## config.mk

```make
export PLATFORM = sky130hd
export DESIGN_NAME = tzc_timer0_core
export DESIGN_NICKNAME = d
export VERILOG_FILES = /design/src/pkg/tzc_pkg.sv /design/src/core/tzc_timer0_core.sv
export SDC_FILE = /design/constraint.sdc
export NUM_CORES = 1
export LEC_CHECK = 0
export ABC_AREA = 0
export BUFFER_PORTS_ARGS = -buffer_cell sky130_fd_sc_hd__buf_2
export CELL_PAD_IN_SITES_DETAIL_PLACEMENT = 1
export CELL_PAD_IN_SITES_GLOBAL_PLACEMENT = 1
export CORE_MARGIN = 2
export CORE_UTILIZATION = 42
export CTS_CLUSTER_SIZE = 14
export DETAILED_ROUTE_END_ITERATION = 12
export HOLD_SLACK_MARGIN = 0.08
export PLACE_DENSITY_LB_ADDON = 0.1
export SYNTH_ARGS = -nofsm -noshare
export SYNTH_HDL_FRONTEND = slang
export SYNTH_SLANG_ARGS = --single-unit
```

## constraint.sdc

```tcl
create_clock -name CLK_SYS_I -period 3.8 [get_ports CLK_SYS_I]
set_input_delay 0.38 -clock CLK_SYS_I [delete_from_list [all_inputs] [get_ports CLK_SYS_I]]
set_output_delay 0.38 -clock CLK_SYS_I [all_outputs]
set_load 0.03 [all_outputs]
```

## src/pkg/tzc_pkg.sv

```systemverilog
// shared constants for the eight-bit timer/counter with pwm
package tzc_pkg;
    // ------------------------------------------------------------
    // register map (byte addresses)
    // ------------------------------------------------------------
    localparam logic [7:0] ADDR_CLOCK_FLAGS = 8'hd8;
    localparam logic [7:0] ADDR_MODE        = 8'hda;
    localparam logic [7:0] ADDR_COUNT       = 8'hdb;
    localparam logic [7:0] ADDR_RELOAD      = 8'hcd;
    localparam logic [7:0] ADDR_IRQ_STATUS  = 8'he0;
    localparam logic [7:0] ADDR_IRQ_MASK    = 8'he4;
    // ------------------------------------------------------------
    // field positions
    // ------------------------------------------------------------
    localparam int MODE_PWM      = 0;
    localparam int MODE_TOGGLE   = 1;
    localparam int MODE_RELOAD   = 2;
    localparam int MODE_CKS      = 3;
    localparam int MODE_RATE_LO  = 4;
    localparam int MODE_ENABLE   = 7;
    localparam int FLAG_GREEN    = 1;
    localparam int FLAG_FAST     = 2;
    localparam int FLAG_T1_FAST  = 3;
    localparam logic [7:0] FLAGS_WMASK = 8'h0e;
    // interrupt status bits
    localparam int IRQ_TIMEOUT   = 0;
    localparam int IRQ_WAKE      = 1;
    localparam int IRQ_W         = 2;
    // ------------------------------------------------------------
    // reset values and boundaries
    // ------------------------------------------------------------
    localparam logic [7:0] RST_BYTE  = 8'h00;
    localparam logic [7:0] MAX_256   = 8'hff;
    localparam logic [7:0] MAX_64    = 8'h3f;
    localparam logic [7:0] MAX_32    = 8'h1f;
    localparam logic [7:0] MAX_16    = 8'h0f;
    localparam logic [7:0] CPU_DIV_BASE = 8'h80;
endpackage
```

## src/core/tzc_timer0_core.sv

```systemverilog
// timer zero counter with prescaler, reload, toggle, pwm and wishbone slave
//
// Our own choice: the Wishbone register port.
`timescale 1ns/1ps
module tzc_timer0_core (
    input  wire logic        CLK_SYS_I,
    input  wire logic        SYS_RST_I,
    input  wire logic        CPU_TICK_I,
    input  wire logic        OSC_TICK_I,
    input  wire logic        EVENT_PIN_I,
    input  wire logic        PIN_IRQ_I,
    input  wire logic        WB_CYC_I,
    input  wire logic        WB_STB_I,
    input  wire logic        WB_WE_I,
    input  wire logic [7:0]  WB_ADR_I,
    input  wire logic [3:0]  WB_SEL_I,
    input  wire logic [31:0] WB_DAT_I,
    output logic      [31:0] WB_DAT_O,
    output logic             WB_ACK_O,
    output logic             PIN_IRQ_O,
    output logic             TOGGLE_OUT_O,
    output logic             TOGGLE_OE_O,
    output logic             PWM_OUT_O,
    output logic             WAKE_O,
    output logic             IRQ_O,
    output logic      [7:0]  COUNT_O
);
    import tzc_pkg::*;

    logic [7:0]       mode_r;
    logic [7:0]       flags_r;
    logic [7:0]       count_r;
    logic [7:0]       reload_buf_r;
    logic [7:0]       reload_r;
    logic [7:0]       presc_r;
    logic [2:0]       ev_sync_r;
    logic             toggle_r;
    logic [IRQ_W-1:0] irq_stat_r;
    logic [IRQ_W-1:0] irq_mask_r;

    // ------------------------------------------------------------
    // bus decode
    // ------------------------------------------------------------
    logic wr_en;
    logic rd_en;
    logic lane0;
    assign lane0 = WB_SEL_I[0];
    assign wr_en = WB_CYC_I && WB_STB_I && WB_WE_I && !WB_ACK_O && lane0;
    assign rd_en = WB_CYC_I && WB_STB_I && !WB_WE_I && !WB_ACK_O;

    function automatic logic hit(input logic [7:0] a);
        hit = wr_en && (WB_ADR_I == a);
    endfunction

    // combinational form of a counter write, for the checks below
    logic cnt_wr;
    assign cnt_wr = wr_en && (WB_ADR_I == ADDR_COUNT);

    // ------------------------------------------------------------
    // tick generation
    // ------------------------------------------------------------
    logic       ev_fall;
    logic       src_tick;
    logic [2:0] rate;
    logic [7:0] div_mask;
    logic       div_hit;
    logic       tick;
    assign rate    = mode_r[MODE_RATE_LO +: 3];
    // first sync stage only feeds the second
    assign ev_fall = ev_sync_r[2] && !ev_sync_r[1];
    // oscillator dividers are one step shorter than cpu ones
    assign src_tick = flags_r[FLAG_FAST] ? OSC_TICK_I : CPU_TICK_I;
    assign div_mask = (flags_r[FLAG_FAST] ? (CPU_DIV_BASE - 8'h01)
                                          : (CPU_DIV_BASE | (CPU_DIV_BASE - 8'h01))) >> rate;
    assign div_hit  = src_tick && ((presc_r & div_mask) == div_mask);
    // event mode ignores rate and fast flag
    assign tick = mode_r[MODE_CKS] ? ev_fall : div_hit;

    always_ff @(posedge CLK_SYS_I) begin
        if (SYS_RST_I) begin
            ev_sync_r <= 3'h7;
        end else begin
            ev_sync_r <= {ev_sync_r[1:0], EVENT_PIN_I};
        end
    end

    always_ff @(posedge CLK_SYS_I) begin
        if (SYS_RST_I) begin
            presc_r <= RST_BYTE;
        end else if (!mode_r[MODE_ENABLE]) begin
            presc_r <= RST_BYTE;
        end else if (src_tick) begin
            presc_r <= presc_r + 8'h01;
        end
    end

    // ------------------------------------------------------------
    // boundary and overflow
    // ------------------------------------------------------------
    logic       pwm_on;
    logic [7:0] top;
    logic       ovf;
    logic       reload_on;
    assign pwm_on = mode_r[MODE_PWM];
    always_comb begin
        top = MAX_256;
        if (pwm_on) begin
            unique case ({mode_r[MODE_RELOAD], mode_r[MODE_TOGGLE]})
                2'b00: top = MAX_256;
                2'b01: top = MAX_64;
                2'b10: top = MAX_32;
                2'b11: top = MAX_16;
            endcase
        end
    end
    assign ovf       = mode_r[MODE_ENABLE] && tick && ((count_r & top) == top);
    assign reload_on = pwm_on || mode_r[MODE_RELOAD];

    always_ff @(posedge CLK_SYS_I) begin
        if (SYS_RST_I) begin
            count_r <= RST_BYTE;
        end else if (hit(ADDR_COUNT)) begin
            count_r <= WB_DAT_I[7:0];
        end else if (ovf) begin
            count_r <= reload_on ? reload_buf_r : RST_BYTE;
        end else if (mode_r[MODE_ENABLE] && tick) begin
            count_r <= count_r + 8'h01;
        end
    end

    always_ff @(posedge CLK_SYS_I) begin
        if (SYS_RST_I) begin
            reload_buf_r <= RST_BYTE;
            reload_r     <= RST_BYTE;
        end else begin
            if (hit(ADDR_RELOAD)) begin
                reload_buf_r <= WB_DAT_I[7:0];
            end
            if (ovf) begin
                reload_r <= reload_buf_r;
            end
        end
    end

    // ------------------------------------------------------------
    // outputs: toggle, pwm, wake, pin interrupt
    // ------------------------------------------------------------
    always_ff @(posedge CLK_SYS_I) begin
        if (SYS_RST_I) begin
            toggle_r     <= 1'b0;
            TOGGLE_OUT_O <= 1'b0;
            TOGGLE_OE_O  <= 1'b1;
            PWM_OUT_O    <= 1'b0;
            WAKE_O       <= 1'b0;
            PIN_IRQ_O    <= 1'b0;
            COUNT_O      <= RST_BYTE;
        end else begin
            if (ovf) begin
                toggle_r <= !toggle_r;
            end
            // low enable means driven
            TOGGLE_OE_O  <= !(mode_r[MODE_TOGGLE] && !pwm_on);
            TOGGLE_OUT_O <= toggle_r;
            // simple duty: high once count reaches active reload value
            PWM_OUT_O    <= pwm_on && ((count_r & top) >= (reload_r & top)) &&
                            mode_r[MODE_ENABLE];
            WAKE_O       <= ovf && flags_r[FLAG_GREEN];
            PIN_IRQ_O    <= PIN_IRQ_I && !mode_r[MODE_CKS];
            COUNT_O      <= count_r;
        end
    end

    // ------------------------------------------------------------
    // registers and interrupts
    // ------------------------------------------------------------
    always_ff @(posedge CLK_SYS_I) begin
        if (SYS_RST_I) begin
            mode_r     <= RST_BYTE;
            flags_r    <= RST_BYTE;
            irq_mask_r <= '0;
        end else begin
            if (hit(ADDR_MODE)) begin
                mode_r <= WB_DAT_I[7:0];
            end
            if (hit(ADDR_CLOCK_FLAGS)) begin
                flags_r <= WB_DAT_I[7:0] & FLAGS_WMASK;
            end
            if (hit(ADDR_IRQ_MASK)) begin
                irq_mask_r <= WB_DAT_I[IRQ_W-1:0];
            end
        end
    end

    // set wins over a same-cycle clear
    always_ff @(posedge CLK_SYS_I) begin
        if (SYS_RST_I) begin
            irq_stat_r <= '0;
        end else begin
            irq_stat_r <= (irq_stat_r & ~(hit(ADDR_IRQ_STATUS) ? WB_DAT_I[IRQ_W-1:0] : '0))
                          | {ovf && flags_r[FLAG_GREEN], ovf};
        end
    end

    always_ff @(posedge CLK_SYS_I) begin
        if (SYS_RST_I) begin
            IRQ_O <= 1'b0;
        end else begin
            IRQ_O <= |(irq_stat_r & irq_mask_r);
        end
    end

    always_ff @(posedge CLK_SYS_I) begin
        if (SYS_RST_I) begin
            WB_ACK_O <= 1'b0;
            WB_DAT_O <= '0;
        end else begin
            WB_ACK_O <= WB_CYC_I && WB_STB_I && !WB_ACK_O;
            WB_DAT_O <= '0;
            if (rd_en) begin
                unique case (WB_ADR_I)
                    ADDR_MODE:        WB_DAT_O <= {24'h0, mode_r};
                    ADDR_CLOCK_FLAGS: WB_DAT_O <= {24'h0, flags_r};
                    ADDR_COUNT:       WB_DAT_O <= {24'h0, count_r};
                    ADDR_IRQ_STATUS:  WB_DAT_O <= {30'h0, irq_stat_r};
                    ADDR_IRQ_MASK:    WB_DAT_O <= {30'h0, irq_mask_r};
                    default:          WB_DAT_O <= '0;
                endcase
            end
        end
    end

    // ------------------------------------------------------------
    // checks
    // ------------------------------------------------------------
    property p_count_inc;
        @(posedge CLK_SYS_I) disable iff (SYS_RST_I)
        (mode_r[MODE_ENABLE] && tick && !ovf && !cnt_wr) |=> (count_r == $past(count_r) + 8'h01);
    endproperty
    a_count_inc: assert property (p_count_inc) else $error("count did not step");

    property p_stop;
        @(posedge CLK_SYS_I) disable iff (SYS_RST_I)
        (!mode_r[MODE_ENABLE] && !cnt_wr) |=> $stable(count_r);
    endproperty
    a_stop: assert property (p_stop) else $error("count moved while disabled");

    property p_ovf_irq;
        @(posedge CLK_SYS_I) disable iff (SYS_RST_I)
        ovf |=> irq_stat_r[IRQ_TIMEOUT];
    endproperty
    a_ovf_irq: assert property (p_ovf_irq) else $error("time-out not flagged");

    property p_wrap;
        @(posedge CLK_SYS_I) disable iff (SYS_RST_I)
        (ovf && !reload_on && !cnt_wr) |=> (count_r == RST_BYTE);
    endproperty
    a_wrap: assert property (p_wrap) else $error("no wrap to zero");

    property p_reload;
        @(posedge CLK_SYS_I) disable iff (SYS_RST_I)
        (ovf && reload_on && !cnt_wr) |=> (count_r == $past(reload_buf_r));
    endproperty
    a_reload: assert property (p_reload) else $error("reload not applied");

    property p_buf;
        @(posedge CLK_SYS_I) disable iff (SYS_RST_I)
        !ovf |=> $stable(reload_r);
    endproperty
    a_buf: assert property (p_buf) else $error("reload moved without overflow");

    property p_toggle;
        @(posedge CLK_SYS_I) disable iff (SYS_RST_I)
        ovf |=> ##1 (TOGGLE_OUT_O != $past(TOGGLE_OUT_O));
    endproperty
    a_toggle: assert property (p_toggle) else $error("toggle missed");

    property p_pin_irq;
        @(posedge CLK_SYS_I) disable iff (SYS_RST_I)
        mode_r[MODE_CKS] |=> !PIN_IRQ_O;
    endproperty
    a_pin_irq: assert property (p_pin_irq) else $error("pin irq in event mode");

    property p_wake;
        @(posedge CLK_SYS_I) disable iff (SYS_RST_I)
        (ovf && flags_r[FLAG_GREEN]) |=> WAKE_O;
    endproperty
    a_wake: assert property (p_wake) else $error("no green wake");

    property p_pwm16;
        @(posedge CLK_SYS_I) disable iff (SYS_RST_I)
        (pwm_on && mode_r[MODE_RELOAD] && mode_r[MODE_TOGGLE] && tick && mode_r[MODE_ENABLE]
         && count_r[3:0] == MAX_16[3:0]) |-> ovf;
    endproperty
    a_pwm16: assert property (p_pwm16) else $error("pwm 16 boundary missed");

    property p_event_hold;
        @(posedge CLK_SYS_I) disable iff (SYS_RST_I)
        (mode_r[MODE_CKS] && !ev_fall && !cnt_wr) |=> $stable(count_r);
    endproperty
    a_event_hold: assert property (p_event_hold) else $error("count moved without event");

    property p_presc_clear;
        @(posedge CLK_SYS_I) disable iff (SYS_RST_I)
        !mode_r[MODE_ENABLE] |=> (presc_r == RST_BYTE);
    endproperty
    a_presc_clear: assert property (p_presc_clear) else $error("prescaler kept while disabled");

    property p_oe_pwm;
        @(posedge CLK_SYS_I) disable iff (SYS_RST_I)
        pwm_on |=> TOGGLE_OE_O;
    endproperty
    a_oe_pwm: assert property (p_oe_pwm) else $error("toggle pin driven in pwm mode");

    property p_pwm_off;
        @(posedge CLK_SYS_I) disable iff (SYS_RST_I)
        !pwm_on |=> !PWM_OUT_O;
    endproperty
    a_pwm_off: assert property (p_pwm_off) else $error("pwm output without pwm mode");

    property p_no_wake;
        @(posedge CLK_SYS_I) disable iff (SYS_RST_I)
        !flags_r[FLAG_GREEN] |=> !WAKE_O;
    endproperty
    a_no_wake: assert property (p_no_wake) else $error("wake without green enable");

    property p_irq_level;
        @(posedge CLK_SYS_I) disable iff (SYS_RST_I)
        (|(irq_stat_r & irq_mask_r)) |=> IRQ_O;
    endproperty
    a_irq_level: assert property (p_irq_level) else $error("unmasked time-out not raised");
endmodule

```

# After elaboration in Yosys (flattened, before gate mapping)

Cells that the tools add are included.

Register bits: 98
Input bits: 53
Output and inout port bits: 47
Word-level logic and storage cells: 89

Add/subtract/negate cells: 2
Magnitude comparators: 1
Equality and inequality tests: 11
Shift-type cells: 1
Mux-type cells: 11
Bitwise operators: 9
Reductions and logical operators: 35

Operators with widths:

| cell                  | number |
|---|---|
| $eq A8 B8 Y1 const B  | 6 |
| $mux W8               | 6 |
| $pmux W8 S5           | 1 |
| $pmux W8 S4           | 1 |
| $and A8 B8 Y8         | 3 |
| $logic_and A1 B1 Y1   | 22 |
| $add A8 B1 Y8 const B | 2 |
| $eq A8 B8 Y1          | 2 |
| $ge A8 B8 Y1          | 1 |
| $shr A8 B3 Y8         | 1 |
| $logic_not A1 Y1      | 7 |
| $reduce_or A2 Y1      | 3 |
| $and A2 B2 Y2         | 2 |
| $eq A2 B2 Y1 const B  | 2 |
| $reduce_bool A3 Y1    | 1 |
| $eq A2 B1 Y1 const B  | 1 |
| $logic_not A2 Y1      | 1 |
| $mux W1               | 2 |
| $mux W2               | 1 |
| $not A1 Y1            | 2 |
| $not A2 Y2            | 1 |
| $or A2 B2 Y2          | 1 |
| $logic_or A1 B1 Y1    | 1 |

# Longest topological paths before layout

Depth in word-level cells: 10
Mapped depth: 9
Gate-level depth less buffers: 8

# Worst setup path before layout

OpenSTA, ideal clock, no wires.

Kind: register -> register
Start: register count_r[1]
End: register reload_r[1]
Library setup time: 0.128 ns
Arrival: 1.869 ns
Required time: 3.672 ns
Slack: 1.803 ns
Stages on the path, launching flop included: 9
Path buffers: 1
Period minus slack after synthesis: 1.997 ns
Cell sequence: dfxtp_1 ha_1 nand3_1 a311oi_4 o211ai_1 a21oi_2 buf_6 mux2i_1 nor2_1

Word-level cells in the longest chain between the ends: 3

RTL lines:

| element                  | line                   | text |
|---|---|---|
| start: declaration       | tzc_timer0_core.sv:32  | `logic [7:0] count_r;` |
| start signal: assignment | tzc_timer0_core.sv:123 | `count_r <= WB_DAT_I[7:0];` |
| start signal: assignment | tzc_timer0_core.sv:125 | `count_r <= reload_on ? reload_buf_r : RST_BYTE;` |
| start signal: assignment | tzc_timer0_core.sv:127 | `count_r <= count_r + 8'h01;` |
| $and A8 B8 Y8            | tzc_timer0_core.sv:116 | `assign ovf = mode_r[MODE_ENABLE] && tick && ((count_r & top) == top);` |
| $eq A8 B8 Y1             | tzc_timer0_core.sv:116 |  |
| $logic_and A1 B1 Y1      | tzc_timer0_core.sv:116 |  |
| end signal: assignment   | tzc_timer0_core.sv:140 | `reload_r <= reload_buf_r;` |
| end: declaration         | tzc_timer0_core.sv:34  | `logic [7:0] reload_r;` |

No other way between the ends.
A chain may end at the register's enable or synchronous reset.

# Worst setup path in the final report

Same ends and word-level chain as after synthesis.

==> results by group <==
Synthesis
  • Post-synth EDFFs: 0
  • Primary FF master, synth: dfxtp_1
  • Syn_area_per_cell: between 8 and 9 um^2
  • Synth top area cells: dfxtp_1, mux2i_1, nor2_1, buf_4, ha_1
  • Post-synth top cells: dfxtp_1, nor2_1, mux2i_1
  • Share of the synthesized area in the top cell type: 40.77%
  • Leading cell type by number of instances after synthesis: dfxtp_1
  • Synthesized area: ~3600 um^2
  • Yosys reg bits: 74
  • Yosys cell types: 56
  • Area leader, netlist: dfxtp_1
  • Syn. warnings: 0
  • Asr flop ratio synth: 0%
  • Cells after Synth: 406
  • Seq/Total Area, Yosys: between 40% and 50%

Floorplanning
  • I/O Pins: 100
  • Row count: 33
  • Core area: between 8000 and 9000 um^2
  • Die ar.: between 9000 and 10000 um^2
  • Die Ht: approximately 97 um
  • Initial Util: between 40% and 50%
  • Die width: just under 100 um

Job
  • Max Cap Viol: 0

Run status
  • Status: completed

Setup path
  • Crit. Startpoint: count_r[1]$_SDFFE_PP0P_
  • Max FO, Critical Path: 16
  • Crit. End Element: flop
  • R2R cell count: 9
  • CP required: approximately 4.0 ns
  • Cell repeated most along the worst path: buf_4
  • Slowest CP cell: dfxtp_1
  • CP cell instances: ha_1 > nand3_1 > a311oi_4 > buf_4 > o211ai_1 > a21oi_2 > buf_4 > mux2i_1 > nor2_1
  • Reg2reg start: count_r[1]$_SDFFE_PP0P_
  • Reg2reg end: reload_r[1]$_SDFFE_PP0N_
  • Worst path arrival time: around 2.8 ns
  • Worst setup SP type: flop
  • Kind of critical path: reg2reg
  • Critical path's largest stage delay: around 0.56 ns
  • R2R Setup Slk: between 1 and 1.5 ns

Timing
  • Max_slew headroom: 35.88%
  • Worst Tran Pin Value: slightly below 1 ns
  • Tcrit/Tclk final: between 60% and 70%
  • Fmax: between 300 and 400 MHz
  • Final hold violations: 0
  • Clock skew: around 0.0077 ns
  • Fin Setup TNS: 0 ns
  • Period minus WS final: approximately 2.6 ns
  • RSZ-0062 raised after global routing: false
  • Pins Over Slew Limit: 0
  • Tightest hold margin: roughly 0.22 ns
  • Setup violators final: 0

CTS
  • Number of buffers created by CTS: 9
  • H-tree Lvls: 3
  • CTS tree: built
  • Skew-Pair Late Insertion Delay: around 0.34 ns
  • Post-CTS Setup Bufs: 0
  • Cts hold-fix bufs: 0
  • CTS sink cnt: 74
  • Post-CTS sizing: 0
  • Clock transition at path regs: about 0.08 ns
  • Clock root buffer: clkbuf_8
  • Clock tree buffer depth: 2

Min path
  • Hold path cells: 2
  • Hold/Removal Path Class: in2reg
  • Worst hold start: EVENT_PIN_I
  • Hold path endpoint: ev_sync_r[0]$_SDFF_PP1_

Cells and area
  • Layout cell share with drive strength beyond 1: between 15 and 20%
  • Design area: between 4000 and 5000 um^2
  • Finished Layout Cells: ~550
  • Final #Nets: a little over 500
  • ANT cells: 0
  • Layout fillers: 998
  • Synth-to-layout area growth: 10.71%

Route
  • Vias: 2926
  • Drt first pass iters: 4
  • Initial DRC Count: 95
  • DRT antenna net count: 0
  • DRC: 0
  • Wire per inst: approximately 17 um
  • Via/cell ratio: between 5 and 6
  • Post-Route WL: around 9000 um

Placement
  • Routability cong.: roughly 0.82
  • Placed cell area: 3781 um^2
  • DP HPWL: 6492 um
  • IO Port Bufs: 48
  • Placed cell count: approximately 540

GRT
  • Global Route met2 Usage: between 30% and 40%
  • Gr usage total: between 10% and 20%
  • Largest net degree at the start of global routing: 54
  • Most used routing layer: met2
  • Grt total ovfl: 0
  • Met3 Use GR: under 10%
  • Vias in the first global route: 2865
  • First-pass GRT wire length: roughly 15000 um
  • Routing usage on met1: ~25%
  • Initial antenna violation count: 0

Power and ir drop
  • Worst VDD drop: 0.2322 mV
  • Total power: around 1.6 mW
  • Leakage power: 1.728 nW
  • Pwr Density: ~400 nW/um^2
-- kinds of logic (layout without fill, tap and decap cells) --
| group | count (synthesis) | count (layout) | share of synthesized area, % |
|---|---|---|---|
| compound gates | 57 | 57 | 11.09 |
| xor+xnor | 12 | 12 | 2.893 |
| other cells | 1 | 24 | 0.1032 |
| mux | 38 | 38 | 10.57 |
| buf+inv | 57 | 74 | 9.779 |
| fa+ha+maj | 10 | 10 | 3.444 |
| flops | 74 | 74 | 40.77 |
| simple gates | 157 | 157 | 21.35 |
-- where the power goes --
part           switching, mW  leakage [nW]  internal (mW)  total [mW]
clock                  0.311         0.113          0.439       0.750
combinational         0.0668          1.02         0.0178      0.0845
sequential          0.000752         0.597          0.777       0.778
total                  0.379          1.73           1.23        1.61
-- placed cells by master (no fill, tap or decap), types with 7 or more instances in the layout --
master and n:
mux2i_1 35, nor2b_1 13, o21ai_0 10, nor3_1 8, a221o_1 7, dfxtp_1 74
inv_1 8, buf_2 48, a21oi_1 15, nand3_1 16, nor2_1 63, clkbuf_8 9
conb_1 24, ha_1 10, nand2_1 22
-- sequential cells by signal, indices dropped and copies added, names as in the netlist, 3 cells and up --
name and count:
COUNT_O 8, WB_DAT_O 8, count_r 8, ev_sync_r 3
flags_r 3, mode_r 8, presc_r 8, reload_buf_r 8
reload_r 8
-- how the worst max path moves through the flow --
stage | to | slack, ns | cells past startpoint
6_report | reload_r[1]$_SDFFE_PP0N_ | 1.25 | 9
5_1_grt | reload_r[0]$_SDFFE_PP0N_ | 1.05 | 9
4_1_cts | reload_r[1]$_SDFFE_PP0N_ | 1.22 | 9
3_5_place_dp | reload_r[1]$_SDFFE_PP0N_ | 1.22 | 9
3_3_place_gp | reload_r[3]$_SDFFE_PP0N_ | 1.28 | 9
2_1_floorplan | reload_r[1]$_SDFFE_PP0N_ | 1.80 | 8
-- metrics by stage --
stage	util, %	setup WS (ns)
2_1_floorplan	-	1.803
3_3_place_gp	45.56	1.279
3_5_place_dp	45.56	1.220
4_1_cts	48.47	1.219
5_1_grt	48.47	1.049
6_report	48.47	1.245
-- critical path, delay by kind of cell (launching register included) --
family	cells	cell delay, ns
flops	1	0.56
fa+ha+maj	1	0.31
mux	1	0.21
compound gates	3	0.55
simple gates	2	0.25
buf+inv	2	0.51
-- layer usage --
layer	vias up	part of all wire, %
li1	1428	-
met3	9	3.6
met1	1422	45
met2	67	50
met4	0	1.2
met5	-	0
-- final cells by class --
cell class	count	area (um^2)	area share, %
Timing Repair Buffer	50	255.2	6.345
Multi-Input combinational cell	298	1883	46.81
Clock inverter	6	113.9	2.830
Sequential cell	74	1481	36.83
Tap cell	105	131.4	3.266
Clock buffer	10	127.6	3.173
Inverter	8	30.03	0.7465
No activity file was read; power rests on OpenSTA's default activity.
